--- config.mk ---
export PLATFORM = sky130hd
export DESIGN_NAME = trp_table_read_guard
export DESIGN_NICKNAME = d
export VERILOG_FILES = /design/src/design/trp_pkg.sv /design/src/design/trp_table_read_guard.sv /design/src/design/trp_region_decode.sv
export SDC_FILE = /design/constraint.sdc
export NUM_CORES = 1
export LEC_CHECK = 0
export ABC_AREA = 1
export BUFFER_PORTS_ARGS = -buffer_cell sky130_fd_sc_hd__buf_2
export CAP_MARGIN = 10
export CORE_MARGIN = 5
export CORE_UTILIZATION = 39
export CTS_CLUSTER_DIAMETER = 40
export CTS_CLUSTER_SIZE = 24
export DETAILED_ROUTE_END_ITERATION = 8
export GPL_TIMING_DRIVEN = 0
export PLACE_DENSITY = 0.91
export SYNTH_ARGS = -nofsm -noshare
export SYNTH_HDL_FRONTEND = slang
export SYNTH_SLANG_ARGS = --single-unit
--- constraint.sdc ---
create_clock -name clk -period 2.9 [get_ports clk]
set_clock_uncertainty 0.05 [all_clocks]
set_input_delay 0.58 -clock clk [delete_from_list [all_inputs] [get_ports clk]]
set_output_delay 0.58 -clock clk [all_outputs]
set_load 0.01 [all_outputs]
--- src/design/trp_pkg.sv ---
// Constants and register map of the table read protection block
package trp_pkg;

  // ****************************************************************
  // Widths
  // ****************************************************************
  localparam int unsigned TR_ADDR_W   = 21;
  localparam int unsigned TR_DATA_W   = 8;
  localparam int unsigned APB_ADDR_W  = 12;
  localparam int unsigned REGION_NUM  = 5;
  localparam int unsigned PART_W      = 11;
  localparam int unsigned REVISION_W  = 5;

  // ****************************************************************
  // Region bounds, index 0 boot, 1..4 blocks 0..3
  // ****************************************************************
  localparam logic [REGION_NUM-1:0][TR_ADDR_W-1:0] REGION_LO = {
    21'h003000, 21'h002000, 21'h001000, 21'h000200, 21'h000000};
  localparam logic [REGION_NUM-1:0][TR_ADDR_W-1:0] REGION_HI = {
    21'h003FFF, 21'h002FFF, 21'h001FFF, 21'h000FFF, 21'h0001FF};
  localparam int unsigned RGN_BOOT = 0;
  localparam int unsigned RGN_BLK0 = 1;
  localparam int unsigned RGN_BLK1 = 2;
  localparam int unsigned RGN_BLK2 = 3;
  localparam int unsigned RGN_BLK3 = 4;

  // ****************************************************************
  // Register offsets (byte addresses)
  // ****************************************************************
  localparam logic [APB_ADDR_W-1:0] OFS_PROTECT_LOW  = 12'h000;
  localparam logic [APB_ADDR_W-1:0] OFS_PROTECT_HIGH = 12'h004;
  localparam logic [APB_ADDR_W-1:0] OFS_IDENTITY_LOW = 12'h008;
  localparam logic [APB_ADDR_W-1:0] OFS_IDENTITY_HIGH = 12'h00C;

  // ****************************************************************
  // Field positions and reset values
  // ****************************************************************
  localparam int unsigned BIT_BLOCK0_GUARD = 0;
  localparam int unsigned BIT_BLOCK1_GUARD = 1;
  localparam int unsigned BIT_BLOCK2_GUARD = 2;
  localparam int unsigned BIT_BLOCK3_GUARD = 3;
  localparam int unsigned BIT_BOOT_GUARD   = 0;
  localparam logic [7:0]  PROTECT_LOW_MASK  = 8'h0F;
  localparam logic [7:0]  PROTECT_HIGH_MASK = 8'h01;
  localparam logic [7:0]  PROTECT_LOW_RST   = 8'h0F;
  localparam logic [7:0]  PROTECT_HIGH_RST  = 8'h01;
  localparam int unsigned ID_REVISION_LSB  = 0;
  localparam int unsigned ID_PART_LOW_LSB  = 5;

  // Arbitrary identification values
  localparam logic [PART_W-1:0] PART_NUMBER      = 11'h2A5;
  localparam logic [REVISION_W-1:0] SILICON_REVISION = 5'h03;

  // Value returned by a refused table read
  localparam logic [TR_DATA_W-1:0] BLOCKED_DATA = 8'h00;

endpackage

--- src/design/trp_table_read_guard.sv ---
// Table read protection check with APB configuration and identity registers
// Functional notes
// Guard off refuses foreign reads of block 3
// Guard off refuses foreign reads of block 2
// Guard off refuses foreign reads of block 1
// Guard off refuses foreign reads of block 0
// Guard off refuses foreign reads of boot block
// Part number split: low 3, high 8
// Revision field beside low part bits
// Live check; same block allowed; fixed value
`timescale 1ns/1ns
module trp_table_read_guard (
  input  wire logic                            clk,
  input  wire logic                            rst_n,
  // APB slave
  input  wire logic                            psel,
  input  wire logic                            penable,
  input  wire logic                            pwrite,
  input  wire logic [trp_pkg::APB_ADDR_W-1:0]  paddr,
  input  wire logic [31:0]                     pwdata,
  input  wire logic [3:0]                      pstrb,
  output logic      [31:0]                     prdata,
  output logic                                 pready,
  output logic                                 pslverr,
  // Table read request from the core
  input  wire logic                            tr_valid,
  input  wire logic [trp_pkg::TR_ADDR_W-1:0]   tr_addr,
  input  wire logic [trp_pkg::TR_ADDR_W-1:0]   tr_pc,
  // Program memory read port
  output logic      [trp_pkg::TR_ADDR_W-1:0]   mem_addr,
  input  wire logic [trp_pkg::TR_DATA_W-1:0]   mem_rdata,
  // Result to the core
  output logic                                 tr_rvalid,
  output logic      [trp_pkg::TR_DATA_W-1:0]   tr_rdata,
  output logic                                 tr_blocked
);

  // ****************************************************************
  // Configuration registers
  // ****************************************************************
  logic [7:0]                       table_read_protect_low;
  logic [7:0]                       table_read_protect_high;
  logic [7:0]                       identity_low;
  logic [7:0]                       identity_high;
  logic                             bus_setup;
  logic                             bus_write;
  logic                             addr_hit;
  logic [31:0]                      next_prdata;
  logic                             next_pslverr;

  // Identity fields fixed in silicon
  assign identity_low  = {trp_pkg::PART_NUMBER[2:0], trp_pkg::SILICON_REVISION};
  assign identity_high = trp_pkg::PART_NUMBER[10:3];

  assign bus_setup = psel && !penable;
  assign bus_write = psel && penable && pready && pwrite;
  assign pready    = penable;

  always_comb begin
    addr_hit = 1'b1;
    case (paddr)
      trp_pkg::OFS_PROTECT_LOW:   next_prdata = {24'h000000, table_read_protect_low};
      trp_pkg::OFS_PROTECT_HIGH:  next_prdata = {24'h000000, table_read_protect_high};
      trp_pkg::OFS_IDENTITY_LOW:  next_prdata = {24'h000000, identity_low};
      trp_pkg::OFS_IDENTITY_HIGH: next_prdata = {24'h000000, identity_high};
      default: begin
        next_prdata = 32'h00000000;
        addr_hit    = 1'b0;
      end
    endcase
    next_pslverr = !addr_hit;
  end

  // Read data and error captured in the setup cycle
  always_ff @(posedge clk or negedge rst_n) begin
    if (!rst_n) begin
      prdata  <= 32'h00000000;
      pslverr <= 1'b0;
    end else if (bus_setup) begin
      prdata  <= pwrite ? 32'h00000000 : next_prdata;
      pslverr <= next_pslverr;
    end
  end

  // Writes to the protection bits; identity registers ignore writes
  always_ff @(posedge clk or negedge rst_n) begin
    if (!rst_n) begin
      table_read_protect_low  <= trp_pkg::PROTECT_LOW_RST;
      table_read_protect_high <= trp_pkg::PROTECT_HIGH_RST;
    end else if (bus_write && pstrb[0]) begin
      if (paddr == trp_pkg::OFS_PROTECT_LOW) begin
        table_read_protect_low <= pwdata[7:0] & trp_pkg::PROTECT_LOW_MASK;
      end
      if (paddr == trp_pkg::OFS_PROTECT_HIGH) begin
        table_read_protect_high <= pwdata[7:0] & trp_pkg::PROTECT_HIGH_MASK;
      end
    end
  end

  // ****************************************************************
  // Protection check
  // ****************************************************************
  logic [trp_pkg::REGION_NUM-1:0]  guard;
  logic [trp_pkg::REGION_NUM-1:0]  target_rgn;
  logic [trp_pkg::REGION_NUM-1:0]  code_rgn;
  logic [trp_pkg::REGION_NUM-1:0]  deny;
  logic                            next_blocked;

  assign guard[trp_pkg::RGN_BOOT] = table_read_protect_high[trp_pkg::BIT_BOOT_GUARD];
  assign guard[trp_pkg::RGN_BLK0] = table_read_protect_low[trp_pkg::BIT_BLOCK0_GUARD];
  assign guard[trp_pkg::RGN_BLK1] = table_read_protect_low[trp_pkg::BIT_BLOCK1_GUARD];
  assign guard[trp_pkg::RGN_BLK2] = table_read_protect_low[trp_pkg::BIT_BLOCK2_GUARD];
  assign guard[trp_pkg::RGN_BLK3] = table_read_protect_low[trp_pkg::BIT_BLOCK3_GUARD];

  trp_region_decode u_target (
    .addr   (tr_addr),
    .region (target_rgn)
  );

  trp_region_decode u_code (
    .addr   (tr_pc),
    .region (code_rgn)
  );

  // Guard low, target in region, code elsewhere
  genvar g;
  generate
    for (g = 0; g < trp_pkg::REGION_NUM; g++) begin : g_deny
      assign deny[g] = target_rgn[g] && !code_rgn[g] && !guard[g];
    end
  endgenerate

  assign next_blocked = |deny;
  assign mem_addr     = tr_addr;

  // Result one cycle after the request
  always_ff @(posedge clk or negedge rst_n) begin
    if (!rst_n) begin
      tr_rvalid  <= 1'b0;
      tr_blocked <= 1'b0;
      tr_rdata   <= trp_pkg::BLOCKED_DATA;
    end else begin
      tr_rvalid <= tr_valid;
      if (tr_valid) begin
        tr_blocked <= next_blocked;
        tr_rdata   <= next_blocked ? trp_pkg::BLOCKED_DATA : mem_rdata;
      end
    end
  end

  // ****************************************************************
  // Checks
  // ****************************************************************
  chk_block3_refuse: assert property (@(posedge clk) disable iff (!rst_n)
    tr_valid && tr_addr >= 21'h003000 && tr_addr <= 21'h003FFF
      && !(tr_pc >= 21'h003000 && tr_pc <= 21'h003FFF)
      && !table_read_protect_low[3]
    |=> tr_rvalid && tr_blocked && tr_rdata == 8'h00)
    else $error("block 3 foreign read not refused");

  chk_block2_refuse: assert property (@(posedge clk) disable iff (!rst_n)
    tr_valid && tr_addr >= 21'h002000 && tr_addr <= 21'h002FFF
      && !(tr_pc >= 21'h002000 && tr_pc <= 21'h002FFF)
    |=> tr_blocked == !$past(table_read_protect_low[2]))
    else $error("block 2 guard decision wrong");

  chk_block1_refuse: assert property (@(posedge clk) disable iff (!rst_n)
    tr_valid && tr_addr >= 21'h001000 && tr_addr <= 21'h001FFF
      && (tr_pc < 21'h001000 || tr_pc > 21'h001FFF)
    |=> tr_blocked == !$past(table_read_protect_low[1]))
    else $error("block 1 guard decision wrong");

  chk_block0_refuse: assert property (@(posedge clk) disable iff (!rst_n)
    tr_valid && tr_addr >= 21'h000200 && tr_addr <= 21'h000FFF
      && (tr_pc < 21'h000200 || tr_pc > 21'h000FFF)
    |=> tr_blocked == !$past(table_read_protect_low[0]))
    else $error("block 0 guard decision wrong");

  chk_boot_refuse: assert property (@(posedge clk) disable iff (!rst_n)
    tr_valid && tr_addr <= 21'h0001FF && tr_pc > 21'h0001FF
      && table_read_protect_high[0] == 1'b0
    ##1 1'b1 |-> tr_rvalid && tr_blocked)
    else $error("boot block foreign read not refused");

  chk_part_number: assert property (@(posedge clk) disable iff (!rst_n)
    psel && !penable && !pwrite && paddr == 12'h00C
    |=> prdata == {24'h000000, trp_pkg::PART_NUMBER[10:3]} && pready)
    else $error("identity high read wrong");

  chk_revision_field: assert property (@(posedge clk) disable iff (!rst_n)
    psel && !penable && !pwrite && paddr == 12'h008
    |=> prdata[4:0] == trp_pkg::SILICON_REVISION
      && prdata[7:5] == trp_pkg::PART_NUMBER[2:0] && prdata[31:8] == 24'h000000)
    else $error("identity low read wrong");

  chk_same_block_pass: assert property (@(posedge clk) disable iff (!rst_n)
    tr_valid && (target_rgn & code_rgn) != 5'h00
    |=> !tr_blocked && tr_rdata == $past(mem_rdata))
    else $error("same block read was blocked");

  chk_unguarded_pass: assert property (@(posedge clk) disable iff (!rst_n)
    tr_valid && table_read_protect_low[3:0] == 4'hF && table_read_protect_high[0]
    |=> tr_rvalid && !tr_blocked)
    else $error("read blocked with all guards set");

  // ****************************************************************
  // Result timing and data checks
  // ****************************************************************
  chk_rvalid_pulse: assert property (@(posedge clk) disable iff (!rst_n)
    tr_valid |=> tr_rvalid)
    else $error("table read result missing");

  chk_rvalid_idle: assert property (@(posedge clk) disable iff (!rst_n)
    !tr_valid |=> !tr_rvalid)
    else $error("table read result without request");

  chk_result_hold: assert property (@(posedge clk) disable iff (!rst_n)
    !tr_valid |=> $stable(tr_blocked) && $stable(tr_rdata))
    else $error("table read result changed while idle");

  chk_blocked_data: assert property (@(posedge clk) disable iff (!rst_n)
    tr_rvalid && tr_blocked |-> tr_rdata == 8'h00)
    else $error("refused read returned memory data");

  chk_above_map_pass: assert property (@(posedge clk) disable iff (!rst_n)
    tr_valid && tr_addr > 21'h003FFF
    |=> !tr_blocked && tr_rdata == $past(mem_rdata))
    else $error("read above the guarded map refused");

  chk_mem_addr_follow: assert property (@(posedge clk) disable iff (!rst_n)
    tr_valid |-> mem_addr == tr_addr)
    else $error("memory address differs from request");

  // ****************************************************************
  // Own block and guard set checks
  // ****************************************************************
  chk_block3_allow: assert property (@(posedge clk) disable iff (!rst_n)
    tr_valid && tr_addr >= 21'h003000 && tr_addr <= 21'h003FFF
      && table_read_protect_low[3]
    |=> !tr_blocked && tr_rdata == $past(mem_rdata))
    else $error("block 3 read refused with guard set");

  chk_block3_same: assert property (@(posedge clk) disable iff (!rst_n)
    tr_valid && tr_addr >= 21'h003000 && tr_addr <= 21'h003FFF
      && tr_pc >= 21'h003000 && tr_pc <= 21'h003FFF
    |=> !tr_blocked)
    else $error("block 3 read from own block refused");

  chk_block2_same: assert property (@(posedge clk) disable iff (!rst_n)
    tr_valid && tr_addr >= 21'h002000 && tr_addr <= 21'h002FFF
      && tr_pc >= 21'h002000 && tr_pc <= 21'h002FFF
    |=> !tr_blocked)
    else $error("block 2 read from own block refused");

  chk_block1_same: assert property (@(posedge clk) disable iff (!rst_n)
    tr_valid && tr_addr >= 21'h001000 && tr_addr <= 21'h001FFF
      && tr_pc >= 21'h001000 && tr_pc <= 21'h001FFF
    |=> !tr_blocked)
    else $error("block 1 read from own block refused");

  chk_block0_same: assert property (@(posedge clk) disable iff (!rst_n)
    tr_valid && tr_addr >= 21'h000200 && tr_addr <= 21'h000FFF
      && tr_pc >= 21'h000200 && tr_pc <= 21'h000FFF
    |=> !tr_blocked)
    else $error("block 0 read from own block refused");

  chk_boot_allow: assert property (@(posedge clk) disable iff (!rst_n)
    tr_valid && tr_addr <= 21'h0001FF && table_read_protect_high[0]
    |=> !tr_blocked && tr_rdata == $past(mem_rdata))
    else $error("boot block read refused with guard set");

  chk_boot_same: assert property (@(posedge clk) disable iff (!rst_n)
    tr_valid && tr_addr <= 21'h0001FF && tr_pc <= 21'h0001FF
    |=> !tr_blocked)
    else $error("boot block read from own block refused");

  // ****************************************************************
  // Guard register checks
  // ****************************************************************
  chk_low_guard_write: assert property (@(posedge clk) disable iff (!rst_n)
    psel && penable && pready && pwrite && pstrb[0] && paddr == 12'h000
    |=> table_read_protect_low == ($past(pwdata[7:0]) & 8'h0F))
    else $error("low guard register write wrong");

  chk_low_guard_hold: assert property (@(posedge clk) disable iff (!rst_n)
    !(psel && penable && pwrite && pstrb[0] && paddr == 12'h000)
    |=> $stable(table_read_protect_low))
    else $error("low guard register changed without write");

  chk_high_guard_write: assert property (@(posedge clk) disable iff (!rst_n)
    psel && penable && pready && pwrite && pstrb[0] && paddr == 12'h004
    |=> table_read_protect_high == ($past(pwdata[7:0]) & 8'h01))
    else $error("high guard register write wrong");

  chk_high_guard_hold: assert property (@(posedge clk) disable iff (!rst_n)
    !(psel && penable && pwrite && pstrb[0] && paddr == 12'h004)
    |=> $stable(table_read_protect_high))
    else $error("high guard register changed without write");

  chk_read_data_hold: assert property (@(posedge clk) disable iff (!rst_n)
    !(psel && !penable) |=> $stable(prdata) && $stable(pslverr))
    else $error("read data changed outside a setup cycle");

endmodule

--- src/design/trp_region_decode.sv ---
// Address to one-hot protection region decoder
`timescale 1ns/1ns
module trp_region_decode (
  input  wire logic [trp_pkg::TR_ADDR_W-1:0]  addr,
  output logic      [trp_pkg::REGION_NUM-1:0] region
);

  // ****************************************************************
  // Range compare per region
  // ****************************************************************
  genvar g;
  generate
    for (g = 0; g < trp_pkg::REGION_NUM; g++) begin : g_rgn
      assign region[g] = (addr >= trp_pkg::REGION_LO[g]) && (addr <= trp_pkg::REGION_HI[g]);
    end
  endgenerate

endmodule

**Word-level counts from Yosys, hierarchy flattened**

Cells that the tools add are included.

- Register bits after elaboration: 48
- Input bits: 104
- Output and inout bits: 65
- Logic and storage cells: 76

- Magnitude comparators: 20
- Equal/unequal tests: 3
- Multiplexer cells: 4
- Reduce and logical (&&, ||, !) cells: 42

Operators with widths:

| operator | count |
|---|---|
| $ge A21 B14 Y1 const B | 4 |
| $le A21 B14 Y1 const B | 4 |
| $ge A21 B1 Y1 const B | 2 |
| $ge A21 B10 Y1 const B | 2 |
| $ge A21 B13 Y1 const B | 2 |
| $le A21 B12 Y1 const B | 2 |
| $le A21 B13 Y1 const B | 2 |
| $le A21 B9 Y1 const B | 2 |
| $mux W32 | 1 |
| $pmux W8 S4 | 1 |
| $logic_and A1 B1 Y1 | 25 |
| $eq A12 B4 Y1 const B | 2 |
| $eq A12 B3 Y1 const B | 1 |
| $logic_not A1 Y1 | 12 |
| $logic_not A12 Y1 | 1 |
| $mux W8 | 1 |
| $reduce_or A5 Y1 | 1 |
| $reduce_and A2 Y1 | 2 |
| $reduce_or A4 Y1 | 1 |
| $mux W1 | 1 |

**Longest topological paths before layout**

- Depth in word-level cells: 7
- Gate-level depth with buffers: 10
- Depth with buffers taken out: 10

**Modules after synthesis**

Synthesis repeated with hierarchy kept, for this count alone.

- Cell total of the unflattened synthesis: 215
- Area total of the unflattened synthesis: 1597.8 µm²

Modules (own cells, without submodules):

| module | times used | cells each | area each (µm²) | sequential area each (µm²) |
|---|---|---|---|---|
| trp_table_read_guard | 1 | 171 | 1387.6 | 556.8 |
| trp_region_decode | 2 | 22 | 105.1 | 0.0 |

**Worst setup path after synthesis**

No wires, ideal clock.

- Path type: in2reg
- Start point: input port tr_addr[18] in the netlist's numbering
- End point: register tr_blocked
- Setup time: 117 ps
- Arrival time: 1341 ps
- Required time: 2733 ps
- Path slack: 1393 ps
- Stages on the path: 10
- Buffers on the path: 0
- Cells stage by stage: nor2_2 nand2_1 nor2_2 nand2_2 nand3_2 nand2_2 nor2_4 nand2_1 nand2_1 nand2_1

- Word-level cells in the longest chain between the ends: 5
- Elaborated cells between the ends (all ways): 26
- Those cells by class: 10 x order compare; 16 x reduce/logical

RTL lines:

| element | line | source |
|---|---|---|
| start: declaration | trp_table_read_guard.sv:27 | `input wire logic [trp_pkg::TR_ADDR_W-1:0] tr_addr,` |
| $ge A21 B1 Y1, or another cell as far along | trp_region_decode.sv:14 | `assign region[g] = (addr >= trp_pkg::REGION_LO[g]) && (addr <= trp_pkg::REGION_HI[g]);` |
| $logic_and A1 B1 Y1 | trp_region_decode.sv:14 |  |
| $logic_and A1 B1 Y1 (2 in a row) | trp_table_read_guard.sv:129 | `assign deny[g] = target_rgn[g] && !code_rgn[g] && !guard[g];` |
| $reduce_or A5 Y1 (*) | trp_table_read_guard.sv:133 | `assign next_blocked = \|deny;` |
| end signal: assignment | trp_table_read_guard.sv:145 | `tr_blocked <= next_blocked;` |
| end: declaration | trp_table_read_guard.sv:35 | `output logic tr_blocked` |

Every way passes the cells marked *; elsewhere a longest branch is shown, timed or not.
A chain may end at the register's enable or synchronous reset.

**Worst setup path in the final report**

- Start point: input port tr_addr[13] in the netlist's numbering
- End point: output port mem_addr[13] in the netlist's numbering

RTL lines:

| element | line | source |
|---|---|---|
| end: declaration | trp_table_read_guard.sv:30 | `output logic [trp_pkg::TR_ADDR_W-1:0] mem_addr,` |

No word-level cell between the ends.

==> results.tsv <==
stage	metric	value	unit
setup_path	family with the most delay on the worst path	buffers and inverters	
clock_network	CTS tree	yes	
drt	TritonRoute pass-1 iters	5	
setup_path	CP Launch Type	input pin	
die	Initial Utilization	39.8	%
yosys	Post-Syn Area per Cell	7.49	um^2
drt	vias	1702	
run	Max-cap violations	0	
global_routing	largest net degree at the start of global routing	23	
min_path	Hold WC Path Type	input pin to asynchronous set/reset pin	
final_layout	layout cells sized above 1	51.4	%
setup_path	CP max FO	6	
setup_path	arrival time of the worst setup path	0.97	ns
yosys	ys async rst share	100	%
yosys	Mapped Area	1710	um^2
clock_network	Num Clock Sinks	22	
final_layout	Finished Core Util	56.0	%
sta	RSZ-0062 raised after global routing	no	
place	placed cell areas	2330	um^2
clock_network	Clock transition at path regs	0.08	ns
global_routing	vias in the first global route	1709	
run_status	status	completed	
pwr	P per Cell Area	331	nW/um^2
clock_network	H-tree depth	1	
pwr	total power draw	0.797	mW
drt	drt first-iter violations	90	
global_routing	global-route wire length before repair	7.11	mm
yosys	FF+latch count, synth	22	
yosys	Synth top cells by count	nand2_1, buf_4, nor2_1, dfrtp_1, inv_1	
clock_network	Post CTS Setup Buffer Count	0	
setup_path	CP Data Required Time	2.27	ns
pwr	peak supply drop	171	uV
setup_path	WP buf/inv	3	
place	input/output buffers	95	
setup_path	Worst path max stage delay	0.13	ns
yosys	top-count cell post-synth	nand2_1	
clock_network	hold_buf cts	0	
yosys	top-area cell type share of the netlist area	24.9	%
yosys	number of synthesized flops with an enable pin	0	
yosys	Synth area leaders	dfrtp_1, buf_4, nand2_1, dfstp_2, nand3b_1	
final_layout	final-stage net count	455	
sta	Peak Freq	0.626	GHz
global_routing	initial antenna violation count	0	
die	chip height	76.2	um
clock_network	Post-CTS Resized	0	
yosys	Syn Inst Count	228	
setup_path	CP Cell Sequence	buf_2, buf_4, buf_2	
final_layout	area growth from synthesis to layout	40.9	%
drt	DR WL/cell	10.3	um
drt	# DRC	0	
final_layout	# diodes	0	
clock_network	clock tree buffer depth	2	
sta	Hold Vio Cnt, Final	0	
setup_path	CP Capture Type	output port	
sta	final critical-path share of the clock period	55.1	%
drt	Final ANT Viol Nets	0	
setup_path	worst reg2reg path depth	7	
drt	detail-routed via count per cell	4.23	
setup_path	CP dominant cell by count	buf_2	
setup_path	critical path's slowest cell	buf_2	
sta	Final Critical Period	1.60	ns
sta	fin. max-slew vios	0	
die	top-level I/O count	169	
sta	Final setup viols	0	
yosys	cell taking the most area after synthesis	dfrtp_1	
clock_network	number of CTS-inserted buffers	3	
sta	final critical-path setup slack	1.30	ns
global_routing	grt ovf	0	
pwr	leakage	1.39	nW
setup_path	critical path class	input pin to output port	
die	Die X	76.2	um
place	DP Worst Slack	1.10	ns
yosys	top_reg_cell synth	dfrtp_1	
yosys	sequential-to-total area share from yosys stat	32.6	%
clock_network	CTS root buf	clkbuf_8	
place	post-DP HPWL	3.65	mm
yosys	Syn. warnings	0	
setup_path	critical path depth	3	
die	die area	5800	um^2
clock_network	worst skew pair latency	0.26	ns
sta	final setup TNS	0	ns
place	Placer Congestion	0.778	
global_routing	total global-route track usage	14.0	%
die	row count	24	
drt	total wire length	4.13	mm
yosys	Netlist cell types	27	
final_layout	post-route cell area	2410	um^2
die	Core Footprint	4290	um^2
==> metrics by stage <==
stage	hold slack, ns	instances
global route	0.245	402
floorplan	0.234	251
detailed placement	0.415	398
CTS	0.225	402
global placement	0.409	398
finish	0.209	402
==> cell usage in the layout, fill, tap and decap left out, types with 11 or more instances in the layout <==
cell and instances:
dfrtp_1 17, nand3b_1 11, nor2_2 13, nor2_1 21, inv_1 14, buf_4 48
conb_1 24, nand2_1 54, buf_2 96
==> per-layer routing <==
| metal | GRT usage (%) | wire, um | part of all wire (%) | vias up |
|---|---|---|---|---|
| met5 | 0 | 0 | 0 | - |
| met4 | 4.55 | 40 | 0.97 | 0 |
| met3 | 2.01 | 264 | 6.4 | 4 |
| met2 | 26.2 | 2270 | 55 | 70 |
| met1 | 15.9 | 1550 | 38 | 734 |
| li1 | - | - | - | 894 |
==> registers in the layout, summed over array words and instances, names as in the netlist <==
name                     cells
table_read_protect_high      1
tr_blocked                   1
pslverr                      1
prdata                       6
tr_rdata                     8
tr_rvalid                    1
table_read_protect_low       4
==> cell type report <==
| type | instances | area (um^2) |
|---|---|---|
| inverter | 17 | 63.8 |
| fill | 396 | 1890 |
| timing repair buffer | 95 | 475 |
| clock buffer | 3 | 41.3 |
| multi-input combinational | 163 | 808 |
| clock inverter | 1 | 30.0 |
| buffer | 49 | 365 |
| sequential | 22 | 557 |
| tap | 52 | 65.1 |
==> power by group <==
part / total [mW] / internal (mW) / switching, mW
Clock: 0.279 / 0.184 / 0.0944
Sequential: 0.323 / 0.318 / 0.00516
Combinational: 0.195 / 0.0999 / 0.0955
==> cells by family (layout without fill, tap and decap cells) <==
| family | after synthesis | after routing | share of synthesized area [%] |
|---|---|---|---|
| other | 1 | 24 | 0.220 |
| buffers and inverters | 66 | 165 | 25.1 |
| AND/OR/NAND/NOR | 124 | 124 | 36.0 |
| flip-flops | 22 | 22 | 32.6 |
| AO/OA/AOI/OAI | 15 | 15 | 6.01 |
==> worst paths after layout <==
check                                                      startpoint                               endpoint  slack, ns
worst min register to register                tr_rdata[7]$_DFFE_PN0P_                tr_rdata[7]$_DFFE_PN0P_       0.43
worst min-delay path                                            rst_n                  prdata[6]$_DFFE_PN0P_       0.21
worst max-delay path                                      tr_addr[13]                           mem_addr[13]       1.30
max in group asynchronous                                       rst_n  table_read_protect_low[3]$_DFFE_PN1P_       2.25
min in group clk                                             tr_valid                    tr_rvalid$_DFF_PN0_       0.40
worst max register to register  table_read_protect_low[3]$_DFFE_PN1P_                 tr_blocked$_DFFE_PN0P_       1.56
(Power assumes the default switching activity.)
